--- config.mk ---
export PLATFORM = sky130hd
export DESIGN_NAME = ipvu_core
export DESIGN_NICKNAME = d
export VERILOG_FILES = /design/src/ipvu_core.v /design/src/ipvu_vec_rom.v
export VERILOG_INCLUDE_DIRS = /design/src
export SDC_FILE = /design/constraint.sdc
export NUM_CORES = 1
export LEC_CHECK = 0
export BUFFER_PORTS_ARGS = -buffer_cell sky130_fd_sc_hd__buf_2
export CAP_MARGIN = 10
export CORE_MARGIN = 1
export CORE_UTILIZATION = 48
export DETAILED_ROUTE_END_ITERATION = 16
export PLACE_DENSITY = 0.86
export SETUP_SLACK_MARGIN = 0.02
export SYNTH_ARGS = -nofsm -noshare
export SYNTH_HDL_FRONTEND = slang
export SYNTH_SLANG_ARGS = --single-unit
--- constraint.sdc ---
create_clock -name clk_sys_i -period 8.55 [get_ports clk_sys_i]
set_input_delay 0.855 -clock clk_sys_i [delete_from_list [all_inputs] [get_ports clk_sys_i]]
set_output_delay 0.855 -clock clk_sys_i [all_outputs]
set_load 0.05 [all_outputs]
--- src/ipvu_consts.vh ---
`ifndef IPVU_CONSTS_VH
`define IPVU_CONSTS_VH
// non-maskable vectors
`define IPVU_VEC_RESET 16'hfffe
`define IPVU_VEC_CLKMON 16'hfffc
`define IPVU_VEC_WDOG 16'hfffa
`define IPVU_VEC_TRAP 16'hfff8
`define IPVU_VEC_SWTRAP 16'hfff6
`define IPVU_VEC_NMI 16'hfff4
// maskable slots descend two bytes from the external request
`define IPVU_VEC_MASK_TOP 16'hfff2
`define IPVU_NUM_MASKABLE 25
`define IPVU_PRIO_RESET 8'hf2
`define IPVU_PRIO_LOW 8'hc2
// source indices inside the maskable request vector
`define IPVU_SRC_PA_OVF 11
`define IPVU_SRC_PA_EDGE 12
`define IPVU_SRC_SER0 14
`define IPVU_SRC_SER1 15
`define IPVU_SRC_CANERR 21
`define IPVU_SRC_LOCK 24
`endif

--- src/ipvu_core.v ---
`timescale 1ns/10ps
`include "ipvu_consts.vh"
// Operation
// - fixed non-maskable rank, reset first
// - nmi pin honoured only when pin-mask clear
// - maskable requests need global mask clear
// - global mask resets to one, always writable
// - one maskable source promoted to top
// - promoted source still masked and enabled
// - vector fixed regardless of promotion
// - promotion register written only while masked
// - reset-class vectors fffe, fffc, fffa
// - trap, swtrap, nmi at fff8, fff6, fff4
// - maskable slots descend; code equals vector low byte
// - default maskable order per table
// - each serial channel shares one vector
// - can error ors six enabled conditions
// - lock and limp-home share lowest vector
// - pulse acc overflow/edge below timer overflow
module ipvu_core (
  input wire clk_sys_i,
  input wire srst_i,
  // reset-class and trap sources, same clock domain
  input wire por_reset_i,
  input wire clkmon_reset_i,
  input wire watchdog_reset_source_i,
  input wire unimpl_trap_i,
  input wire software_trap_instr_i,
  // external pins, asynchronous
  input wire nonmaskable_irq_pin_n_i,
  input wire ext_irq_n_i,
  // condition code bits written by the core
  input wire ccr_wr_i,
  input wire ccr_x_i,
  input wire ccr_i_i,
  // promotion register write port
  input wire prio_wr_i,
  input wire [7:0] prio_wdata_i,
  // simple maskable requests with their enables (index order of default ranking)
  input wire ext_irq_en_i,
  input wire [22:0] simple_req_i,
  input wire [22:0] simple_en_i,
  // shared-vector sources
  input wire pa_ovf_i,
  input wire pulse_acc_ovf_irq_en_i,
  input wire pa_edge_i,
  input wire pulse_acc_edge_irq_en_i,
  input wire [3:0] ser0_flags_i,
  input wire [3:0] serial0_control_two_i,
  input wire [3:0] ser1_flags_i,
  input wire [3:0] serial1_control_two_i,
  input wire [5:0] can_err_flags_i,
  input wire [5:0] can_err_en_i,
  input wire lock_evt_i,
  input wire lock_irq_en_i,
  input wire limp_evt_i,
  input wire limp_home_irq_en_i,
  // vector fetch by the core
  input wire vec_rd_i,
  input wire vec_odd_i,
  output reg [7:0] vec_byte_o,
  output reg [15:0] vec_addr_o,
  output reg irq_pending_o,
  output reg vec_nonmaskable_o,
  output wire ccr_x_o,
  output wire ccr_i_o,
  output wire [7:0] priority_raise_select_o
);
  reg x_q;
  reg i_q;
  reg [7:0] prio_q;
  reg [2:0] nmi_sync_q;
  reg [2:0] irq_sync_q;
  reg nmi_lvl_q;
  reg irq_lvl_q;
  reg [15:0] vec_d;
  reg pend_d;
  reg nm_d;
  reg [4:0] sel_idx;
  reg sel_hit;
  reg [4:0] top_idx;
  reg top_ok;
  reg [8:0] code_diff;
  integer k;
  wire [24:0] mreq;
  wire [24:0] gated;
  wire [15:0] sel_vec;
  wire [15:0] top_vec;
  wire [7:0] sel_code;
  wire [7:0] top_code;

  // condition code mask bits: set out of reset, writable any time
  always @(posedge clk_sys_i) begin
    if (srst_i) begin
      x_q <= 1'b1;
      i_q <= 1'b1;
    end else if (ccr_wr_i) begin
      x_q <= ccr_x_i;
      i_q <= ccr_i_i;
    end
  end
  assign ccr_x_o = x_q;
  assign ccr_i_o = i_q;

  // promotion register; a write while unmasked is dropped to avoid reordering mid-service
  always @(posedge clk_sys_i) begin
    if (srst_i) begin
      prio_q <= `IPVU_PRIO_RESET;
    end else if (prio_wr_i && i_q) begin
      prio_q <= prio_wdata_i;
    end
  end
  assign priority_raise_select_o = prio_q;

  // three-stage pin synchronisers; a change counts once stages two and three agree
  always @(posedge clk_sys_i) begin
    if (srst_i) begin
      nmi_sync_q <= 3'h7;
      irq_sync_q <= 3'h7;
      nmi_lvl_q <= 1'b0;
      irq_lvl_q <= 1'b0;
    end else begin
      nmi_sync_q <= {nmi_sync_q[1:0], nonmaskable_irq_pin_n_i};
      irq_sync_q <= {irq_sync_q[1:0], ext_irq_n_i};
      if (nmi_sync_q[1] == nmi_sync_q[2]) begin
        nmi_lvl_q <= ~nmi_sync_q[2];
      end
      if (irq_sync_q[1] == irq_sync_q[2]) begin
        irq_lvl_q <= ~irq_sync_q[2];
      end
    end
  end

  // maskable request vector in default order, index 0 highest
  assign mreq[0] = irq_lvl_q & ext_irq_en_i;
  // periodic tick, timer channels 0 to 7 and timer overflow take slots 1 to 10
  assign mreq[10:1] = simple_req_i[9:0] & simple_en_i[9:0];
  assign mreq[`IPVU_SRC_PA_OVF] = pa_ovf_i & pulse_acc_ovf_irq_en_i;
  assign mreq[`IPVU_SRC_PA_EDGE] = pa_edge_i & pulse_acc_edge_irq_en_i;
  assign mreq[`IPVU_SRC_SER0 - 1] = simple_req_i[10] & simple_en_i[10];
  assign mreq[`IPVU_SRC_SER0] = |(ser0_flags_i & serial0_control_two_i);
  assign mreq[`IPVU_SRC_SER1] = |(ser1_flags_i & serial1_control_two_i);
  // converters, can wake, key wake, modulus, second accumulator; bits 18 to 22 are spare
  assign mreq[20:16] = simple_req_i[15:11] & simple_en_i[15:11];
  assign mreq[`IPVU_SRC_CANERR] = |(can_err_flags_i & can_err_en_i);
  assign mreq[23:22] = simple_req_i[17:16] & simple_en_i[17:16];
  assign mreq[`IPVU_SRC_LOCK] = (lock_evt_i & lock_irq_en_i) | (limp_evt_i & limp_home_irq_en_i);

  // local enables already applied above; global mask blocks all, promoted or not
  assign gated = i_q ? {25{1'b0}} : mreq;

  // promoted slot index derived from the register value
  always @* begin
    top_idx = 5'h00;
    top_ok = 1'b0;
    code_diff = {1'b0, `IPVU_PRIO_RESET} - {1'b0, prio_q};
    // code must lie in range and be even to name a real source
    if (prio_q <= `IPVU_PRIO_RESET && prio_q >= `IPVU_PRIO_LOW && !prio_q[0]) begin
      top_idx = code_diff[5:1];
      top_ok = 1'b1;
    end
  end

  // fixed-order scan, then promoted source overrides if it is requesting
  always @* begin
    sel_idx = 5'h00;
    sel_hit = 1'b0;
    for (k = `IPVU_NUM_MASKABLE - 1; k >= 0; k = k - 1) begin
      if (gated[k]) begin
        sel_idx = k[4:0];
        sel_hit = 1'b1;
      end
    end
    if (top_ok && gated[top_idx]) begin
      sel_idx = top_idx;
      sel_hit = 1'b1;
    end
  end

  ipvu_vec_rom u_rom (
    .idx_i(sel_idx),
    .vec_o(sel_vec),
    .prio_code_o(sel_code)
  );
  ipvu_vec_rom u_rom_top (
    .idx_i(top_idx),
    .vec_o(top_vec),
    .prio_code_o(top_code)
  );

  // non-maskable ranking ahead of maskable selection
  always @* begin
    pend_d = 1'b1;
    nm_d = 1'b1;
    if (por_reset_i) begin
      vec_d = `IPVU_VEC_RESET;
    end else if (clkmon_reset_i) begin
      vec_d = `IPVU_VEC_CLKMON;
    end else if (watchdog_reset_source_i) begin
      vec_d = `IPVU_VEC_WDOG;
    end else if (unimpl_trap_i) begin
      vec_d = `IPVU_VEC_TRAP;
    end else if (software_trap_instr_i) begin
      vec_d = `IPVU_VEC_SWTRAP;
    end else if (nmi_lvl_q && !x_q) begin
      vec_d = `IPVU_VEC_NMI;
    end else begin
      nm_d = 1'b0;
      pend_d = sel_hit;
      vec_d = sel_hit ? sel_vec : 16'h0000;
    end
  end

  // registered vector and byte fetch: even address gives high byte
  always @(posedge clk_sys_i) begin
    if (srst_i) begin
      vec_addr_o <= 16'h0000;
      irq_pending_o <= 1'b0;
      vec_nonmaskable_o <= 1'b0;
      vec_byte_o <= 8'h00;
    end else begin
      vec_addr_o <= vec_d;
      irq_pending_o <= pend_d;
      vec_nonmaskable_o <= nm_d;
      if (vec_rd_i) begin
        vec_byte_o <= vec_odd_i ? vec_addr_o[7:0] : vec_addr_o[15:8];
      end
    end
  end
endmodule

--- src/ipvu_vec_rom.v ---
`timescale 1ns/10ps
`include "ipvu_consts.vh"
// maps a maskable source index to its fixed vector; vector never depends on priority
module ipvu_vec_rom (
  input wire [4:0] idx_i,
  output wire [15:0] vec_o,
  output wire [7:0] prio_code_o
);
  // slot n sits 2*n bytes below the top maskable vector
  assign vec_o = `IPVU_VEC_MASK_TOP - {10'h000, idx_i, 1'b0};
  assign prio_code_o = vec_o[7:0];
endmodule

==> reports/metrics.yaml <==
floorplanning:
  start_util_pct: 49.7
  fp.dieArea_um2: 5580
  ios: 142
  die_x_um: 74.7
  die_h_um: 74.7
  row_count: 26
  coreArea_um2: 5110
synthesis:
  synth.cell_area_um2: 2540
  ys_ff_latch: 34
  muxShareOfSynthArea_pct: 3.70
  yosysWarnings: 0
  synthSimpleGateAreaFrac_pct: 27.6
  async_flop_share_pct: 0
  synthCells: 327
  synth_top_family_by_area: "compound AO/OA/AOI/OAI gates"
  ys_types: 70
  synth_xor_area_share_pct: 3.75
  postSynthAreaPerCell_um2: 7.76
  synth_fa_ha_area_share_pct: 1.48
  ys_seq_area_share_pct: 26.8
  synth_top_flop_cell: "dfxtp_1"
  synth-edff-count: 0
  synth_compound_area_share_pct: 28.2
  synth_nets: 436
timing:
  tns_ns: 0
  drv_slew: 0
  final-hold-violation-count: 0
  fin_skew_ns: 0.00738
  rsz0062_at_grt: "false"
  period_share_pct: 40.6
  worst_pin_slew_ns: 0.578
  setup_violations: 0
  min_period_ns: 3.47
  relSlewSlack_pct: 61.2
  max_freq_mhz: 288
critical_path:
  crit_arrival_ns: 3.67
  worstSetupPathType: "reg -> reg"
  critPathMostFrequentCell: "ha_1"
  rrSetupSlack_ns: 5.08
  slowest_stage: "or3_2"
  cp.required_ns: 8.75
  crit_path_end_kind: "register"
  cp_max_fo: 17
  reg2reg_depth: 10
  slowest_delay_ns: 0.54
  start_kind: "register"
  worstPathCellList: "inv_1 > ha_1 > or3_2 > a311oi_1 > nor4_2 > nor3_4 > mux2i_1 > ha_1 > nor3_1 > o31ai_1"
min_path:
  hold_path.class: "reg -> reg"
  hold_depth: 1
clock_network:
  cts.clk_slew.worst_paths_ns: 0.07
  cts_setup_buffers: 0
  clock-root-buffer: "clkbuf_8"
  cts_tree: "yes"
  clk_path_buf_depth: 2
  insertion_delay_ns: 0.28
  cts_buffers: 5
  cts.sinks: 34
  cts_hold_buf: 0
  cts_htree_levels: 2
  cts_resized: 0
run:
  cap_viol_max_count: 0
cells_and_area:
  nFillCells: 463
  drive_gt1_share_pct: 35.9
  seqCellArea_um2: 681
  antenna_cells: 0
  syn2layout_area_growth_pct: 26.2
  multi_input_area_um2: 1650
  fin_nets: 551
  final_util_pct: 62.7
  layout_common_cells: "buf_2, nand2_1, dfxtp_1, a21oi_1, nor2_1"
  layout.cells.most_common: "buf_2"
global_routing:
  globalRouteOverflowTotal: 0
  grtUsageTotal_pct: 24.5
  grt_pass1_vias: 2566
  grt_first_pass_wirelength_um: 10800
  antenna_found_initial: 0
  grt_max_degree: 37
drt:
  wl_met2_um: 3100
  dr.pass1.iters: 5
  vias: 2861
  met3_length_um: 467
  drtAntennaViolNets: 0
  highest_layer: "met4"
  finalWirelength_um: 6700
  m1WireLength_um: 3030
  via_per_inst: 5.58
  drcViolationCount: 0
  drt-initial-drc-count: 221
  routedWlPerCell_um: 13.1
placed_design:
  place_congestion: 0.913
  numPortBuffers: 130
  place_hpwl_um: 5330
power:
  switching_power_w: 0.000208
  p_int_w: 0.000333
  clock_power_share_pct: 26.1
  vdd_drop_max_mv: 0.121
  p_per_area_nw_per_um2: 169
  leakagePower_nw: 1.47
  p_comb_share_pct: 40.3
  seq_power_share_pct: 33.5
  sw_frac_of_total_pct: 38.5
run_status:
  run_status: "finished clean"
-- state kept, by name, indices dropped and copies added (netlist names) --
signal and count:
priority_raise_select_o 8, vec_byte_o 8, vec_addr_o 7, irq_sync_q 3, nmi_sync_q 3, ccr_i_o 1
ccr_x_o 1, irq_lvl_q 1, nmi_lvl_q 1, vec_nonmaskable_o 1
-- final timing paths --
kind,start,to
min reg2reg,nmi_sync_q[0],nmi_sync_q[1]
max,priority_raise_select_o[0],vec_addr_o[4]
min,nmi_sync_q[0],nmi_sync_q[1]
max reg2reg,priority_raise_select_o[0],vec_addr_o[4]
-- cell type report --
cell class              count  share of cell area (%)
well taps                  70                    2.74
clock inverters             1                   0.938
inverters                   6                   0.704
repair buffers            131                    20.6
multi-input cells         264                    51.4
clock buffers               7                    2.38
flip-flops and latches     34                    21.3
-- worst max-delay path, delay by kind of cell, from the launching register on --
family	cells	cell delay, ns
simple gates	4	1.09
buf+inv	1	0.08
compound gates	2	0.69
flops	1	0.44
fa+ha+maj	2	0.77
mux	1	0.31
-- metrics by stage --
stage               area [um^2]  instances  total power, W  hold slack [ns]  setup WS [ns]
floorplan                  2540        327        0.000352            0.389           5.22
global placement           3090        505        0.000397            0.394           5.18
detailed placement         3090        505        0.000400            0.395           5.14
CTS                        3200        513        0.000541            0.401           5.11
global route               3200        513        0.000571            0.405           4.84
finish                     3200        513        0.000541            0.401           5.08
-- layer usage --
metal  GRT usage, %  vias up
met3           6.56       12
met2           41.5      121
met1           30.8     1280
li1               -     1448
met5              0        -
met4           6.92        0
-- power groups by stage --
stage               sequential [W]  combinational [W]  clock, W
floorplan                 0.000220           0.000132         0
global placement          0.000184           0.000212         0
detailed placement        0.000185           0.000216         0
CTS                       0.000181           0.000216  0.000143
global route              0.000183           0.000238  0.000150
finish                    0.000181           0.000218  0.000142
-- cell usage after synthesis, types with 4 or more instances --
| master | count | area share, % |
|---|---|---|
| a211oi_1 | 8 | 2.4 |
| buf_4 | 10 | 3.0 |
| a21oi_1 | 29 | 5.7 |
| mux2i_1 | 6 | 2.4 |
| a31oi_1 | 5 | 1.2 |
| nor4_1 | 5 | 1.2 |
| o21ai_0 | 9 | 1.8 |
| nor2b_1 | 4 | 0.99 |
| nor3_1 | 8 | 1.6 |
| dfxtp_1 | 34 | 27 |
| nand2_1 | 49 | 7.3 |
| inv_1 | 6 | 0.89 |
| buf_1 | 4 | 0.59 |
| o211ai_1 | 6 | 1.8 |
| nor2_1 | 26 | 3.8 |
| or2_2 | 7 | 1.7 |
| nand3_1 | 23 | 4.5 |
| a22oi_1 | 9 | 2.7 |
-- cell families (layout without fill, tap and decap cells) --
kind of cell,Yosys count,count (layout)
other,1,1
AND/OR/NAND/NOR,143,143
flip-flops,34,34
buffers and inverters,29,145
AO/OA/AOI/OAI,102,102
multiplexers,8,8
XOR/XNOR,7,7
adder cells (fa/ha/maj),3,3
Power figures use the tool's default switching activity.
